<file path="src/rtl/csb_pkg.sv">
package csb_pkg;

    // Register indices; byte address is four times the index
    localparam int unsigned     ADR_W         = 14;
    localparam logic [13:0]     IDX_CTL_ONE   = 14'h0FD0;
    localparam logic [13:0]     IDX_CTL_TWO   = 14'h0FD1;
    localparam logic [13:0]     IDX_STATUS    = 14'h0FD2;
    localparam logic [13:0]     IDX_BUF_FIRST = 14'h0FD8;
    localparam logic [13:0]     IDX_BUF_LAST  = 14'h0FDF;

    localparam int unsigned     BUF_DEPTH     = 8;
    localparam int unsigned     WORD_W        = 8;
    localparam logic [2:0]      LAST_BIT_8    = 3'h7;
    localparam logic [2:0]      LAST_BIT_4    = 3'h3;

    localparam logic [7:0]      CTL_ONE_RST   = 8'h00;
    localparam logic [7:0]      CTL_TWO_RST   = 8'h00;

    // Transfer mode codes
    localparam logic [2:0]      MODE_TX8      = 3'h0;
    localparam logic [2:0]      MODE_TX4      = 3'h2;
    localparam logic [2:0]      MODE_TRX8     = 3'h4;
    localparam logic [2:0]      MODE_RX8      = 3'h5;
    localparam logic [2:0]      MODE_RX4      = 3'h6;

    // Clock source codes; any other code selects the external clock
    localparam logic [2:0]      CS_DIV13      = 3'h0;
    localparam logic [2:0]      CS_DIV8       = 3'h1;
    localparam logic [2:0]      CS_DIV6       = 3'h2;
    localparam logic [2:0]      CS_DIV5       = 3'h3;
    localparam logic [2:0]      CS_EXT        = 3'h7;

    // Half periods of the internal serial clock in system cycles
    localparam int unsigned     DIV_W         = 13;
    localparam logic [12:0]     HALF_DIV13    = 13'h1000;
    localparam logic [12:0]     HALF_DIV8     = 13'h0080;
    localparam logic [12:0]     HALF_DIV6     = 13'h0020;
    localparam logic [12:0]     HALF_DIV5     = 13'h0010;

    // Inter-word wait in serial clock half periods
    localparam logic [5:0]      GAP_HALVES_0  = 6'h04;
    localparam logic [5:0]      GAP_HALVES_1  = 6'h08;
    localparam logic [5:0]      GAP_HALVES_2  = 6'h10;
    localparam logic [5:0]      GAP_HALVES_3  = 6'h20;

    typedef struct packed {
        logic       start;
        logic       abort;
        logic [2:0] mode;
        logic [2:0] clk_src;
    } csb_ctl_one_t;

    typedef struct packed {
        logic [2:0] unused;
        logic [1:0] wait_sel;
        logic [2:0] count;
    } csb_ctl_two_t;

    typedef struct packed {
        logic       busy;
        logic       waiting;
        logic       need_read;
        logic       need_write;
        logic [3:0] zero;
    } csb_status_t;

    typedef struct packed {
        logic serial_clock_pin;
        logic serial_clock_pin_oe;
        logic serial_out_pin;
        logic serial_out_pin_oe;
    } csb_pins_t;

    typedef enum logic [3:0] {
        ST_IDLE  = 4'b0001,
        ST_SHIFT = 4'b0010,
        ST_GAP   = 4'b0100,
        ST_WAIT  = 4'b1000
    } csb_state_t;

endpackage

</file>
<file path="src/rtl/csb_serial_port.sv">
`timescale 1ns/1ps
module csb_serial_port (
    // System
    input  wire logic                clk_i,
    input  wire logic                rst_i,
    // Wishbone slave
    input  wire logic                cyc_i,
    input  wire logic                stb_i,
    input  wire logic                we_i,
    input  wire logic [31:0]         adr_i,
    input  wire logic [3:0]          sel_i,
    input  wire logic [31:0]         dat_i,
    output logic      [31:0]         dat_o,
    output logic                     ack_o,
    // Serial pins
    input  wire logic                serial_clock_pin_i,
    input  wire logic                serial_in_pin_i,
    output csb_pkg::csb_pins_t       pins_o,
    // Event
    output logic                     serial_done_irq_o
);
    import csb_pkg::*;

    csb_ctl_one_t      ctl_one;
    csb_ctl_two_t      ctl_two;
    csb_status_t       status;
    csb_state_t        state;
    logic [WORD_W-1:0] buffer_ram [BUF_DEPTH];
    logic              busy;
    logic              need_read;
    logic              need_write;
    logic              go;
    logic [2:0]        word_idx;
    logic [2:0]        bit_idx;
    logic [7:0]        tx_sh;
    logic [7:0]        tx_next;
    logic [7:0]        rx_sh;
    logic              sck_q;
    logic              so_q;
    logic [DIV_W-1:0]  div_cnt;
    logic [5:0]        gap_cnt;
    logic [1:0]        pin_lvl;
    logic              sck_prev;

    // Decode helpers
    function automatic logic is_buf(input logic [ADR_W-1:0] i);
        return (i >= IDX_BUF_FIRST) && (i <= IDX_BUF_LAST);
    endfunction

    function automatic logic [2:0] buf_slot(input logic [ADR_W-1:0] i);
        logic [ADR_W-1:0] d;
        d = i - IDX_BUF_FIRST;
        return d[2:0];
    endfunction

    function automatic logic has_tx(input logic [2:0] m);
        return (m == MODE_TX8) || (m == MODE_TX4) || (m == MODE_TRX8);
    endfunction

    function automatic logic has_rx(input logic [2:0] m);
        return (m == MODE_RX8) || (m == MODE_RX4) || (m == MODE_TRX8);
    endfunction

    function automatic logic is_ext(input logic [2:0] c);
        return (c != CS_DIV13) && (c != CS_DIV8) && (c != CS_DIV6) && (c != CS_DIV5);
    endfunction

    function automatic logic [DIV_W-1:0] half_of(input logic [2:0] c);
        case (c)
            CS_DIV8: return HALF_DIV8;
            CS_DIV6: return HALF_DIV6;
            CS_DIV5: return HALF_DIV5;
            default: return HALF_DIV13;
        endcase
    endfunction

    function automatic logic [5:0] gap_of(input logic [1:0] w);
        case (w)
            2'h1:    return GAP_HALVES_1;
            2'h2:    return GAP_HALVES_2;
            2'h3:    return GAP_HALVES_3;
            default: return GAP_HALVES_0;
        endcase
    endfunction

    // Bus decode; side effects land on the edge that ends the cycle
    logic [ADR_W-1:0] idx;
    csb_ctl_one_t     wr_ctl;
    logic             req;
    logic             hi_zero;
    logic             wr_hit;
    logic             rd_hit;
    logic             wr_one;
    logic             mode_chg;
    logic             buf_wr;
    logic             buf_rd;

    assign idx      = adr_i[ADR_W+1:2];
    assign wr_ctl   = dat_i[7:0];
    assign req      = cyc_i & stb_i;
    assign hi_zero  = (adr_i[31:ADR_W+2] == '0);
    assign wr_hit   = req & ack_o & we_i & sel_i[0] & hi_zero;
    assign rd_hit   = req & ack_o & ~we_i & hi_zero;
    assign wr_one   = wr_hit & (idx == IDX_CTL_ONE);
    assign mode_chg = wr_one & (wr_ctl.mode != ctl_one.mode);
    assign buf_wr   = wr_hit & is_buf(idx);
    assign buf_rd   = rd_hit & is_buf(idx);

    // Transfer condition decode
    logic       ext;
    logic       tx_on;
    logic       rx_on;
    logic       len4;
    logic [2:0] last_bit;
    logic       tick;
    logic       fall_ev;
    logic       rise_ev;
    logic       wend;
    logic       batch_end;
    logic       rx_drop;
    logic       wait_need;
    logic [7:0] rx_next;
    logic [7:0] rx_word;
    logic [2:0] nxt_idx;

    assign ext      = is_ext(ctl_one.clk_src);
    assign tx_on    = has_tx(ctl_one.mode);
    assign rx_on    = has_rx(ctl_one.mode);
    assign len4     = (ctl_one.mode == MODE_TX4) || (ctl_one.mode == MODE_RX4);
    assign last_bit = len4 ? LAST_BIT_4 : LAST_BIT_8;

    assign tick = ~ext && ((state == ST_SHIFT) || (state == ST_GAP))
               && (div_cnt == half_of(ctl_one.clk_src) - 13'h0001);

    // Leading edge is the pin's fall, trailing edge its rise
    assign fall_ev = (state == ST_SHIFT)
                   && (ext ? (sck_prev & ~pin_lvl[0]) : (tick & sck_q));
    assign rise_ev = (state == ST_SHIFT)
                   && (ext ? (~sck_prev & pin_lvl[0]) : (tick & ~sck_q));

    assign wend      = rise_ev & (bit_idx == last_bit);
    assign batch_end = wend & (word_idx == ctl_two.count);
    assign rx_drop   = wend & rx_on & ext & need_read;
    assign wait_need = tx_on ? need_write : need_read;
    assign nxt_idx   = (word_idx == ctl_two.count) ? 3'h0 : word_idx + 3'h1;

    assign rx_next = {pin_lvl[1], rx_sh[7:1]};
    assign rx_word = len4 ? {4'h0, rx_next[7:4]} : rx_next;

    csb_sync3 #(
        .WIDTH (2)
    ) u_sync (
        .clk_i   (clk_i),
        .rst_i   (rst_i),
        .async_i ({serial_in_pin_i, serial_clock_pin_i}),
        .level_o (pin_lvl)
    );

    always_ff @(posedge clk_i) begin
        if (rst_i) begin
            sck_prev <= 1'b1;
        end else begin
            sck_prev <= pin_lvl[0];
        end
    end

    // Wishbone answer: ack one cycle after the request, unmapped reads zero
    always_ff @(posedge clk_i) begin
        if (rst_i) begin
            ack_o <= 1'b0;
            dat_o <= 32'h0000_0000;
        end else begin
            ack_o <= req & ~ack_o;
            dat_o <= 32'h0000_0000;
            if (req && !ack_o && !we_i && hi_zero) begin
                if (idx == IDX_CTL_ONE) begin
                    dat_o[7:0] <= ctl_one;
                end else if (idx == IDX_CTL_TWO) begin
                    dat_o[7:0] <= ctl_two;
                end else if (idx == IDX_STATUS) begin
                    dat_o[7:0] <= status;
                end else if (is_buf(idx)) begin
                    dat_o[7:0] <= buffer_ram[buf_slot(idx)];
                end
            end
        end
    end

    always_comb begin
        status            = '0;
        status.busy       = busy;
        status.waiting    = (state == ST_WAIT);
        status.need_read  = need_read;
        status.need_write = need_write;
    end

    // Control registers
    always_ff @(posedge clk_i) begin
        if (rst_i) begin
            ctl_one <= CTL_ONE_RST;
        end else if (wr_one) begin
            ctl_one <= dat_i[7:0];
        end
    end

    always_ff @(posedge clk_i) begin
        if (rst_i) begin
            ctl_two <= CTL_TWO_RST;
        end else if (wr_hit && idx == IDX_CTL_TWO) begin
            ctl_two <= dat_i[7:0];
        end
    end

    // Start is a one-shot taken only while idle
    always_ff @(posedge clk_i) begin
        if (rst_i) begin
            go <= 1'b0;
        end else begin
            go <= wr_one && wr_ctl.start && !wr_ctl.abort && state == ST_IDLE
               && (has_tx(wr_ctl.mode) || has_rx(wr_ctl.mode));
        end
    end

    // Buffer: received words win over a same-cycle software write
    always_ff @(posedge clk_i) begin
        if (rst_i || mode_chg) begin
            for (int i = 0; i < BUF_DEPTH; i++) begin
                buffer_ram[i] <= '0;
            end
        end else if (wend && rx_on && !rx_drop) begin
            buffer_ram[word_idx] <= rx_word;
        end else if (buf_wr) begin
            buffer_ram[buf_slot(idx)] <= dat_i[7:0];
        end
    end

    // Service flags; a batch end in the same cycle as an access wins
    always_ff @(posedge clk_i) begin
        if (rst_i || go) begin
            need_read  <= 1'b0;
            need_write <= 1'b0;
        end else begin
            if (batch_end && rx_on) begin
                need_read <= 1'b1;
            end else if (buf_rd) begin
                need_read <= 1'b0;
            end
            if (batch_end && tx_on) begin
                need_write <= 1'b1;
            end else if (buf_wr) begin
                need_write <= 1'b0;
            end
        end
    end

    // Sequencer
    always_ff @(posedge clk_i) begin
        if (rst_i || ctl_one.abort) begin
            state    <= ST_IDLE;
            busy     <= 1'b0;
            word_idx <= 3'h0;
            bit_idx  <= 3'h0;
        end else begin
            case (state)
                ST_IDLE: begin
                    if (go) begin
                        state    <= ST_SHIFT;
                        busy     <= 1'b1;
                        word_idx <= 3'h0;
                        bit_idx  <= 3'h0;
                    end
                end
                ST_SHIFT: begin
                    if (rise_ev) begin
                        bit_idx <= wend ? 3'h0 : bit_idx + 3'h1;
                    end
                    if (wend) begin
                        word_idx <= batch_end ? 3'h0 : word_idx + 3'h1;
                        if (rx_drop || !ctl_one.start) begin
                            state <= ST_IDLE;
                            busy  <= 1'b0;
                        end else if (!ext && batch_end) begin
                            state <= ST_WAIT;
                        end else if (!ext && rx_on) begin
                            state <= ST_GAP;
                        end
                    end
                end
                ST_GAP: begin
                    if (tick && gap_cnt == gap_of(ctl_two.wait_sel) - 6'h01) begin
                        state <= ST_SHIFT;
                    end
                end
                ST_WAIT: begin
                    if (!ctl_one.start) begin
                        state <= ST_IDLE;
                        busy  <= 1'b0;
                    end else if (!wait_need) begin
                        state <= rx_on ? ST_GAP : ST_SHIFT;
                    end
                end
                default: begin
                    state <= ST_IDLE;
                    busy  <= 1'b0;
                end
            endcase
        end
    end

    // Internal clock divider and gap counter
    always_ff @(posedge clk_i) begin
        if (rst_i || tick || !(state == ST_SHIFT || state == ST_GAP)) begin
            div_cnt <= '0;
        end else begin
            div_cnt <= div_cnt + 13'h0001;
        end
    end

    always_ff @(posedge clk_i) begin
        if (rst_i || state != ST_GAP) begin
            gap_cnt <= 6'h00;
        end else if (tick) begin
            gap_cnt <= gap_cnt + 6'h01;
        end
    end

    // Clock pin idles high outside shifting, so a wait never splits a bit
    always_ff @(posedge clk_i) begin
        if (rst_i || state != ST_SHIFT) begin
            sck_q <= 1'b1;
        end else if (tick) begin
            sck_q <= ~sck_q;
        end
    end

    // Transmit path
    always_ff @(posedge clk_i) begin
        if (rst_i) begin
            tx_sh   <= 8'h00;
            tx_next <= 8'h00;
        end else begin
            if (go || (state == ST_WAIT && !wait_need)) begin
                tx_sh <= buffer_ram[word_idx];
            end else if (wend) begin
                tx_sh <= tx_next;
            end
            if (fall_ev && bit_idx == 3'h0) begin
                tx_next <= buffer_ram[nxt_idx];
            end
        end
    end

    // Output holds its old level until the first falling edge
    always_ff @(posedge clk_i) begin
        if (rst_i) begin
            so_q <= 1'b1;
        end else if (fall_ev && tx_on) begin
            so_q <= tx_sh[bit_idx];
        end
    end

    // Receive path
    always_ff @(posedge clk_i) begin
        if (rst_i || go) begin
            rx_sh <= 8'h00;
        end else if (rise_ev) begin
            rx_sh <= wend ? 8'h00 : rx_next;
        end
    end

    // Done pulse, one cycle per completed batch
    always_ff @(posedge clk_i) begin
        if (rst_i) begin
            serial_done_irq_o <= 1'b0;
        end else begin
            serial_done_irq_o <= batch_end & ~rx_drop;
        end
    end

    always_comb begin
        pins_o                     = '0;
        pins_o.serial_clock_pin    = sck_q;
        pins_o.serial_clock_pin_oe = ~ext & (tx_on | rx_on);
        pins_o.serial_out_pin      = so_q;
        pins_o.serial_out_pin_oe   = tx_on;
    end

endmodule

</file>
<file path="src/rtl/csb_sync3.sv">
`timescale 1ns/1ps
module csb_sync3 #(
    parameter int unsigned WIDTH = 2
) (
    // System
    input  wire logic             clk_i,
    input  wire logic             rst_i,
    // Pins
    input  wire logic [WIDTH-1:0] async_i,
    output logic      [WIDTH-1:0] level_o
);
    logic [WIDTH-1:0] s1;
    logic [WIDTH-1:0] s2;
    logic [WIDTH-1:0] s3;

    always_ff @(posedge clk_i) begin
        s1 <= async_i;
        s2 <= s1;
        s3 <= s2;
    end

    // Level follows only once two stages agree, filtering one-cycle glitches
    always_ff @(posedge clk_i) begin
        if (rst_i) begin
            level_o <= '1;
        end else begin
            for (int i = 0; i < WIDTH; i++) begin
                if (s2[i] == s3[i]) begin
                    level_o[i] <= s3[i];
                end
            end
        end
    end
endmodule

</file>
<file path="config.mk">
export PLATFORM = sky130hd
export DESIGN_NAME = csb_serial_port
export DESIGN_NICKNAME = d
export VERILOG_FILES = /design/src/rtl/csb_pkg.sv /design/src/rtl/csb_serial_port.sv /design/src/rtl/csb_sync3.sv
export SDC_FILE = /design/constraint.sdc
export NUM_CORES = 1
export LEC_CHECK = 0
export BUFFER_PORTS_ARGS = -buffer_cell sky130_fd_sc_hd__buf_2
export CELL_PAD_IN_SITES_DETAIL_PLACEMENT = 0
export CELL_PAD_IN_SITES_GLOBAL_PLACEMENT = 1
export CORE_MARGIN = 2
export CORE_UTILIZATION = 25
export CTS_CLUSTER_DIAMETER = 50
export DETAILED_ROUTE_END_ITERATION = 8
export GPL_ROUTABILITY_DRIVEN = 0
export PLACE_DENSITY_LB_ADDON = 0.1
export SLEW_MARGIN = 20
export SYNTH_ARGS = -nofsm -noshare
export SYNTH_HDL_FRONTEND = slang
export SYNTH_SLANG_ARGS = --single-unit
</file>
<file path="constraint.sdc">
create_clock -name clk_i -period 4.4 [get_ports clk_i]
set_input_delay 0.88 -clock clk_i [delete_from_list [all_inputs] [get_ports clk_i]]
set_output_delay 0.88 -clock clk_i [all_outputs]
set_load 0.01 [all_outputs]
</file>
Yosys cells after proc, flatten, opt, wreduce, memory -nomap -nowiden. Memories as Yosys holds them, arrays and structs flattened. A register that Yosys moved wholly into a read port is not among the register bits. Index checks and enable logic that the tools add are counted. W data, S select, Z words.

Bits in registers: 110. Bits in writable memories: 64. Bits of input ports: 75. Output and inout bits: 38. Logic and storage cells: 247. Memories kept: 1.

Memories: buffer_ram (depth 8, bits a word 8, rd ports 3, clocked after memory_dff 2, write ports 8, line csb_serial_port.sv:28) `logic [WORD_W-1:0] buffer_ram [BUF_DEPTH];`.

Add/subtract/negate cells: 7. Magnitude comparators: 3. Equal/unequal tests: 41. Muxes and demuxes: 62. Bitwise gates (word level): 33. Reduce and logical (&&, ||, !) cells: 70.

Operators by type and width (number): $mux W8 (10); $eq A14 B12 Y1 const B (3); $pmux W13 S3 (1); $mux W3 (12); $mux W4 (8); $logic_and A1 B1 Y1 (26); $and A1 B1 Y1 (23); $mux W1 (23); $logic_or A1 B1 Y1 (20); $eq A3 B3 Y1 const B (6); $pmux W6 S3 (1); $logic_not A16 Y1 (1); $pmux W4 S4 (1); $reduce_or A8 Y1 (2); $ge A14 B12 Y1 const B (1); $le A14 B12 Y1 const B (1); $add A13 B1 Y13 const B (1); $eq A13 B13 Y1 (1); $sub A13 B1 Y13 const B (1); $eq A3 B2 Y1 const B (4); $mux W6 (2); $ne A2 B2 Y1 const B (6); $pmux W3 S2 (2); $reduce_and A5 Y1 (2); other kinds (32) (58).

Logic depth before layout (Yosys ltp). Gate-level depths: netlist (run 1).

Depth in word-level cells: 22. Depth in mapped cells: 13. Mapped depth without buffers: 11.

Hierarchy. Synthesis (run 1) repeated with hierarchy kept, for this count alone.

Cell total of the unflattened synthesis: 919. Area total of the unflattened synthesis: 9097.5 µm².

Modules (own cells, without submodules): csb_serial_port (times used 1, cells an instance 905, area each 8904.8 µm², seq. area each 3683.5 µm²); csb_sync3 (times used 1, cells an instance 14, area each 192.7 µm², seq. area each 160.2 µm²).

Worst setup path before layout (run 1). No wires, ideal clock.

Kind: register -> register. Start point: reg ctl_one[2] in the netlist's numbering. End point: mem buffer_ram[5][0] (enable). Library setup time: 0.384 ns. Data arrival time: 3.744 ns. Data required time: 4.016 ns. Path slack: 0.272 ns. Cell stages (with the launch flop): 13. Path buffers: 2. Period minus slack after synthesis: 4.128 ns. Cell sequence: dfxtp_1 > clkbuf_1 > or3_1 > ha_1 > ha_1 > or4_1 > a2111oi_0 > and4_1 > a21boi_0 > buf_2 > o2bb2ai_1 > nor2_1 > o21ai_0.

RTL lines: start: declaration (line csb_serial_port.sv:24) `csb_ctl_one_t ctl_one;`; start signal: assignment (line csb_serial_port.sv:202) `ctl_one <= dat_i[7:0];`; end: declaration (line csb_serial_port.sv:28).

==> results of run 1 <==
## logic make-up (layout without fill, tap and decap cells)
| kind of cell | after synthesis | in the layout | share of synthesized area |
|---|---|---|---|
| fa+ha+maj | 7 | 7 | 0.00991 |
| simple gates | 374 | 374 | 0.203 |
| other cells | 1 | 24 | 0.000425 |
| compound gates | 159 | 159 | 0.128 |
| mux | 78 | 78 | 0.139 |
| flops | 160 | 160 | 0.435 |
| buf+inv | 97 | 154 | 0.0554 |
| xor+xnor | 29 | 29 | 0.0288 |
## critical path, delay by kind of cell, from the launching register on
kind	cells	cell delay, ns
flip-flops	1	0.42
adder cells (fa/ha/maj)	2	0.44
AND/OR/NAND/NOR	4	1.49
AO/OA/AOI/OAI	4	1.69
## worst min-delay path by stage
stage                        end  slack [ns]  cells after the start
global route        u_sync.s2[1]        0.34                      0
global placement    u_sync.s2[1]        0.31                      0
CTS                 u_sync.s2[0]        0.33                      0
finish              u_sync.s2[1]        0.33                      0
floorplan           u_sync.s2[0]        0.31                      0
detailed placement  u_sync.s2[1]        0.31                      0
## through the flow
stage | area [um^2] | TNS (ns)
2_1_floorplan | 8920 | 0
3_5_place_dp | 9690 | 0
5_1_grt | 10300 | -7.00
4_1_cts | 10300 | 0
6_report | 10300 | 0
3_3_place_gp | 9690 | 0
## cell usage after synthesis (17+ instances only)
master / n
nor2_1: 143
dfxtp_1: 96
nand2_1: 72
edfxtp_1: 64
nor3_1: 43
mux2i_1: 41
clkbuf_1: 35
a21oi_1: 34
mux4_2: 34
buf_4: 29
nor2b_1: 29
o21ai_0: 25
inv_1: 21
a211oi_1: 20
nand3_1: 20
a311oi_1: 18
xnor2_1: 17
## layout make-up
type                            instances  share of cell area
Multi-Input combinational cell        671               0.447
Clock buffer                           17              0.0414
Tap cell                              455              0.0554
Timing Repair Buffer                  100              0.0587
Clock inverter                         15              0.0152
Sequential cell                       160               0.374
Inverter                               22             0.00803
## report_power, final
part	internal [W]	switching, W	total, W
Clock	0.000843	0.000657	0.00150
Combinational	0.000127	0.000181	0.000308
Sequential	0.00157	0.0000471	0.00162
## registers in the layout (all words and copies together) (netlist names), 2 cells and up, named ones only
signal / flops
bit_idx: 3
buffer_ram: 64
ctl_one: 8
ctl_two: 8
dat_o: 8
div_cnt: 13
gap_cnt: 6
rx_sh: 7
state: 4
tx_next: 8
tx_sh: 8
u_sync.level_o: 2
u_sync.s1: 2
u_sync.s2: 2
u_sync.s3: 2
word_idx: 3
## metal layers
layer	share of wire	global-route usage	up-vias
li1	-	-	3421
met1	0.50	0.229	3358
met2	0.44	0.245	113
met3	0.033	0.0280	21
met4	0.020	0.0549	0
met5	0	0	-
==> reports/results.ini, run 1 <==
[outcome]
status=completed

[yosys]
syn_inst=905
avgSynthCellArea_um2=9.76
ys_seq_area_frac=0.435
synthTopCellsByArea=dfxtp_1, edfxtp_1, mux4_2
yosysWarnings=0
synth-edff-count=64
ys_types=74
dominantRegCellSynth=dfxtp_1
yosys.area.top_type=dfxtp_1
synth_area_um2=8830
ys_ff_latch=160
synth_top_area_frac=0.218
async_reset_ff_frac=0

[timing]
clock-skew-final_ns=0.0105
worst_pin_slew_ns=0.929
relSlewSlack=0.363
rsz0062_at_grt=true
setup_ws_ns=0.201
fmax_ghz=0.238
final_hold_viol_count=0
drv_slew=0
final-setup-viol-count=0
post-route-period-util=0.954
period_minus_slack_ns=4.20
holdWs_ns=0.328

[clock_tree]
cts_root_buffer=clkbuf_16
cts_tree=built
cts_max_path_buffers=2
postCtsSetupBuffers=0
clk_latency_ns=0.44
numCtsBuffers=17
cts_hold_buf=0
clk_pin_slew_ns=0.07
cts-resized-gates=0
htreeDepth=4
clock_sinks=160

[final_layout]
n_antenna_cell=0
final_common_cell=nor2_1
nets=1054
finalCoreUtilization=0.297
layout_common_cells=nor2_1, dfxtp_1, nand2_1
n_fill_cell=3640
final_layout_size_suffix_gt1_frac=0.188
ff_latch_area_um2=3840
multi_input_area_um2=4600
final_cells=1440
syn2layout_area_growth_pct=16.4

[power_and_ir_drop]
ir_drop_uv=292
powerDensity_nw_per_um2=333
leakage_nw=3.66
power.total_w=0.00343

[die]
io_pins=113
start_util=0.255
dieArea_um2=36900
core_um2=34600
std_cell_rows=68
die-width_um=192
chipHeight_um=192

[setup_path]
cp_common_cell=ha_1
crit_chain=or3_1 > ha_1 > ha_1 > or4_1 > a2111oi_1 > and4_1 > a21boi_0 > o21ai_0 > o221ai_1 > nor2_1
r2r-end=buffer_ram[6][5]
arrival_ns=4.48
crit_required_ns=4.68
slowest_delay_ns=0.58
endpoint=buffer_ram[6][5]
worst_setup_path_end_kind=register
critPathMaxFanout=8
startpoint_type=register
cp-startpoint=ctl_one[0]
crit_slowest_cell=or4_1
rrSetupSlack_ns=0.20
crit_type=register to register
r2r_cells=10
rr_startpoint=ctl_one[0]

[placement]
io_buffer_count=59
dp_slack_ns=0.131
dp_hpwl_mm=22.4
dp.cells=1408

[grt]
grt_pass1_wl_mm=43.5
antenna_found_initial=0
track_usage=0.161
grt_pass1_vias=6806
overflow=0
grt_max_degree=36

[route]
first_pass_iters=4
viasPerCell=4.80
postRouteAntennaNets=0
dr_total_vias=6913
route.detailed.drc=0
drt_iter0_drc=350
wl_per_cell_um=19.7
totalWireLength_mm=28.4

[job]
drv_cap=0

[min_path]
hp-start=u_sync.s1[1]
hold_class=register to register

Power figures use the tool's default switching activity.
==> run 2: changes to the inputs <==
clock period = 3.4 ns   (was 4.4 ns; I/O delays follow)
==> reports/results.ini, run 2 (synthesized netlist as in run 1, its figures left out) <==
[setup_path]
worst_setup_path_end_kind=register
crit_chain=or3_4 > ha_4 > ha_4 > or4_4 > a2111oi_4 > and4_4 > a21boi_4 > buf_6 > o2bb2ai_4 > nor2_4 > o21ai_2 > buf_12
slowest_delay_ns=0.45  ; -0.13 ns
cp_common_cell=ha_4
crit_required_ns=3.55  ; -1.13 ns
startpoint_type=register
crit_family=simple AND/OR/NAND/NOR gates
critPathBufInv=2  ; +2
arrival_ns=3.46  ; -1.02 ns
crit_type=register to register
critPathMaxFanout=8  ; unchanged
crit_slowest_cell=or4_4

[timing]
clock-skew-final_ns=0.0118  ; +0.00131 ns
setup_ws_ns=0.0905  ; -0.111 ns
final_hold_viol_count=0  ; unchanged
post-route-period-util=0.973  ; +0.0192
relSlewSlack=0.452  ; +0.0892
period_minus_slack_ns=3.31  ; -0.889 ns
fmax_ghz=0.302  ; +27%
holdWs_ns=0.328  ; +0.0000270 ns
worst_pin_slew_ns=0.819  ; -0.110 ns
rsz0062_at_grt=true
drv_slew=0  ; unchanged
final-setup-viol-count=0  ; unchanged

[final_layout]
final_layout_size_suffix_gt1_frac=0.271  ; +0.0837
reg_top3=buffer_ram x64, div_cnt x13
nets=1105  ; +4.8%
n_fill_cell=3585  ; -1.5%
largest_register_ffs=64  ; unchanged
final_common_cell=nor2_1
regMostFlops=buffer_ram
n_antenna_cell=0  ; unchanged
syn2layout_area_growth_pct=25.3
layout_common_cells=nor2_1, dfxtp_1, nand2_1

[die]
chipHeight_um=192  ; unchanged
start_util=0.255  ; unchanged
die-width_um=192  ; unchanged
io_pins=113  ; unchanged
dieArea_um2=36900  ; unchanged
core_um2=34600  ; unchanged
std_cell_rows=68  ; unchanged

[outcome]
status=completed

[grt]
grt_pass1_vias=6948  ; +2.1%
grt_pass1_wl_mm=44.1  ; +1.5%
grt_max_degree=35  ; -2.8%
overflow=0  ; unchanged
antenna_found_initial=0  ; unchanged
track_usage=0.163  ; +0.00214

[power_and_ir_drop]
p_int_w=0.00315  ; +24%
power_switching_w=0.00112  ; +26%
leakage_nw=3.99  ; +9.1%
combPwrFrac=0.101  ; +0.011
sw_frac_of_total=0.262  ; +0.00394
ir_drop_uv=342  ; +17%
power.clock.fraction=0.407  ; -0.031
pwr-share-seq=0.492  ; +0.019
powerDensity_nw_per_um2=386  ; +16%
power.total_w=0.00427  ; +25%

[route]
first_pass_iters=6  ; +2
route.detailed.drc=0  ; unchanged
totalWireLength_mm=29.1  ; +2.6%
drt_iter0_drc=426  ; +22%
postRouteAntennaNets=0  ; unchanged
wl_per_cell_um=19.6  ; -0.88%
viasPerCell=4.83  ; +0.53%
dr_total_vias=7191  ; +4.0%

[clock_tree]
htreeDepth=4  ; unchanged
cts_tree=built
numCtsBuffers=17  ; unchanged
clk_pin_slew_ns=0.07  ; about the same
clk_latency_ns=0.44  ; about the same
cts_max_path_buffers=2  ; unchanged
clock_sinks=160  ; unchanged
cts_root_buffer=clkbuf_16

[job]
drv_cap=0  ; unchanged

[placement]
dp_hpwl_mm=22.7  ; +1.3%
io_buffer_count=59  ; unchanged
dp_slack_ns=-0.0671  ; -0.198 ns

[min_path]
hold_class=register to register

## run 2: cell types whose count changed in the layout (fill, tap and decap cells not counted), moves of 4 or more
| cell | before | now |
|---|---|---|
| nor2_4 | 0 | 4 |
| o21ai_2 | 0 | 9 |
| buf_6 | 0 | 8 |
| buf_12 | 0 | 13 |
| buf_4 | 41 | 71 |
| o21ai_0 | 25 | 15 |
| nor3_2 | 0 | 7 |
| nor2_2 | 3 | 12 |
| nor3_1 | 43 | 36 |
| o221ai_2 | 0 | 4 |
| nor2_1 | 141 | 128 |
| o221ai_1 | 6 | 2 |
## run 2: worst paths after layout
path / to / slack (ns) / startpoint / depth (start not counted)
worst max-delay path: buffer_ram[3][5] / 0.09 / ctl_one[2] / 12
worst min-delay path: u_sync.s2[1] / 0.33 / u_sync.s1[1] / 0
worst max register to register: buffer_ram[3][5] / 0.09 / ctl_one[2] / 12
worst min register to register: u_sync.s2[1] / 0.33 / u_sync.s1[1] / 0
## run 2: through the flow
stage	area, um^2	utilization	TNS, ns	instances
after CTS	10800	0.313	0	1488
after global placement	10300	0.297	-2.27	1456
after detailed placement	10300	0.297	-2.78	1456
final	11100	0.320	0	1490
after global routing	11100	0.320	-1.34	1490
after floorplan	9010	-	0	928
## run 2: what timing repair did
item / CTS / global route
endpoints found under the setup margin: 109 / 153
buffers inserted: 1 / 2
hold buffers: 0 / 0
pin swaps: 2 / 9
resized for setup: 5 / 49
## run 2: cell type report
class / instances / area [um^2] / share of cell area
repair buffers: 151 / 1180 / 0.106
well taps: 455 / 569 / 0.0514
flip-flops and latches: 160 / 3850 / 0.347
clock buffers: 17 / 425 / 0.0384
inverters: 22 / 82.6 / 0.00746
multi-input cells: 671 / 4870 / 0.440
clock inverters: 14 / 93.8 / 0.00848
## run 2: metal layers
layer	wire, um	vias to the layer above	track usage
li1	-	3529	-
met1	14400	3505	0.231
met2	13100	142	0.250
met3	1130	15	0.0298
met4	575	0	0.0520
met5	0	-	0
## run 2: power by group through the flow
stage,Clock [W],Combinational [W],Sequential (W)
floorplan,0,0.000286,0.00210
global placement,0,0.000433,0.00214
detailed placement,0,0.000434,0.00214
CTS,0.00180,0.000435,0.00210
global route,0.00186,0.000477,0.00210
finish,0.00174,0.000433,0.00210
==> run 3: changes to the inputs <==
clock period = 3.7 ns   (was 3.4 ns; I/O delays follow)
==> reports/results.ini, run 3 (synthesized netlist as in run 1, its figures left out) <==
[outcome]
status=completed

[route]
wl_per_cell_um=19.3  ; -1.3%
viasPerCell=4.72  ; -2.2%
postRouteAntennaNets=0  ; unchanged
first_pass_iters=5  ; -1
totalWireLength_mm=28.5  ; -2.2%
dr_total_vias=6969  ; -3.1%
drt_iter0_drc=349  ; -18%
route.detailed.drc=0  ; unchanged

[placement]
dp_hpwl_mm=22.7  ; -0.31%
dpl_cell_area_um2=10000  ; -2.2%
dp.cells=1444  ; -0.82%
io_buffer_count=59  ; unchanged

[setup_path]
r2r_cells=12  ; unchanged
arrival_ns=3.85  ; +0.39 ns
worst_setup_path_end_kind=register
crit_required_ns=4.01  ; +0.46 ns
crit_chain=or3_4 > ha_2 > ha_1 > or4_4 > a2111oi_4 > and4_1 > a21boi_0 > buf_4 > buf_4 > nor2_1 > nor4_1 > a311o_1
crit_family=simple AND/OR/NAND/NOR gates
startpoint_type=register
cp_common_cell=buf_4
crit_type=register to register
critPathBufInv=2  ; unchanged
cp_num_cells=12  ; unchanged
slowest_delay_ns=0.56  ; +0.11 ns
crit_slowest_cell=or4_4
critPathMaxFanout=9  ; +1

[die]
std_cell_rows=68  ; unchanged
start_util=0.255  ; unchanged
die-width_um=192  ; unchanged
core_um2=34600  ; unchanged
io_pins=113  ; unchanged
chipHeight_um=192  ; unchanged
dieArea_um2=36900  ; unchanged

[timing]
worst_pin_slew_ns=0.942  ; +0.123 ns
final_hold_viol_count=0  ; unchanged
period_minus_slack_ns=3.54  ; +0.229 ns
drv_slew=0  ; unchanged
holdWs_ns=0.331  ; +0.00300 ns
fmax_ghz=0.283  ; -6.5%
final-setup-viol-count=0  ; unchanged
clock-skew-final_ns=0.0103  ; -0.00149 ns
relSlewSlack=0.354  ; -0.0982
post-route-period-util=0.956  ; -0.0169

[final_layout]
final_common_cell=nor2_1
n_antenna_cell=0  ; unchanged
largest_register_ffs=64  ; unchanged
final_cells=1477  ; -0.87%
syn2layout_area_growth_pct=21.1
final_layout_size_suffix_gt1_frac=0.227  ; -0.0445
finalCoreUtilization=0.309  ; -0.0108
regMostFlops=buffer_ram
reg_top3=buffer_ram x64, div_cnt x13
nets=1091  ; -1.3%
fin_area_um2=10700  ; -3.4%
layout_common_cells=nor2_1, dfxtp_1, nand2_1

[power_and_ir_drop]
ir_drop_uv=314  ; -8.1%
leakage_nw=3.87  ; -3.1%
power.total_w=0.00406  ; -5.0%
powerDensity_nw_per_um2=379  ; -1.7%

[min_path]
hold_class=register to register
min_path_cells=0  ; unchanged

[clock_tree]
cts_root_buffer=clkbuf_16
htreeDepth=4  ; unchanged
cts_tree=built
cts_max_path_buffers=2  ; unchanged
clk_pin_slew_ns=0.07  ; about the same
clock_sinks=160  ; unchanged
clk_latency_ns=0.44  ; about the same
numCtsBuffers=17  ; unchanged

[grt]
grt_max_degree=39  ; +11%
grt_pass1_wl_mm=43.5  ; -1.4%
overflow=0  ; unchanged
grt_pass1_vias=7013  ; +0.94%
antenna_found_initial=0  ; unchanged
track_usage=0.160  ; -0.00256

[job]
drv_cap=0  ; unchanged

[run 3: cell types whose count changed in the layout (fill, tap and decap cells not counted), moves of 3 or more]
cell and change:
nor3_1 +6, buf_6 -6, o221ai_2 -4, nor2_1 +12, nor3_2 -6, o21ai_1 +3
o21ai_2 -4, buf_12 -7, clkbuf_1 +3, o221ai_1 +4, nor2_2 -8, nor2_4 -4
[run 3: per-stage QoR]
step / setup slack (ns) / setup TNS, ns
after global routing: -0.00733 / -0.0175
after detailed placement: -0.166 / -14.05
final: 0.161 / 0
after CTS: 0.0196 / 0
after global placement: -0.130 / -10.74
after floorplan: -0.120 / -3.47
[run 3: layout make-up]
| type | count | area, um^2 |
|---|---|---|
| timing repair buffer | 137 | 963 |
| tap | 455 | 569 |
| multi-input combinational | 671 | 4670 |
| fill | 3638 | 23900 |
| sequential | 160 | 3840 |
| clock buffer | 20 | 437 |
| inverter | 22 | 82.6 |
| clock inverter | 12 | 133 |
[run 3: metal layers]
metal | track usage | vias to the layer above | wire length, um
met2 | 0.246 | 167 | 12700
li1 | - | 3491 | -
met1 | 0.227 | 3285 | 14100
met4 | 0.0608 | 0 | 721
met5 | 0 | - | 0
met3 | 0.0238 | 26 | 1040
[run 3: path summary, 6_finish.rpt]
check                    start      endpoint  slack [ns]
hold / removal    u_sync.s1[1]  u_sync.s2[1]        0.33
setup reg to reg    ctl_one[2]      register        0.16
hold reg to reg   u_sync.s1[1]  u_sync.s2[1]        0.33
setup / recovery    ctl_one[2]      register        0.16
[run 3: timing repair]
action	in CTS	in global routing
endpoints found under the setup margin	119	136
resized for setup	4	12
pin swaps	0	2
hold buffers	0	0
setup buffers	0	1
[run 3: where the power goes]
part,switching [W],internal [W],total (W)
clock network,0.000754,0.000998,0.00175
logic,0.000218,0.000160,0.000378
registers,0.0000553,0.00187,0.00193
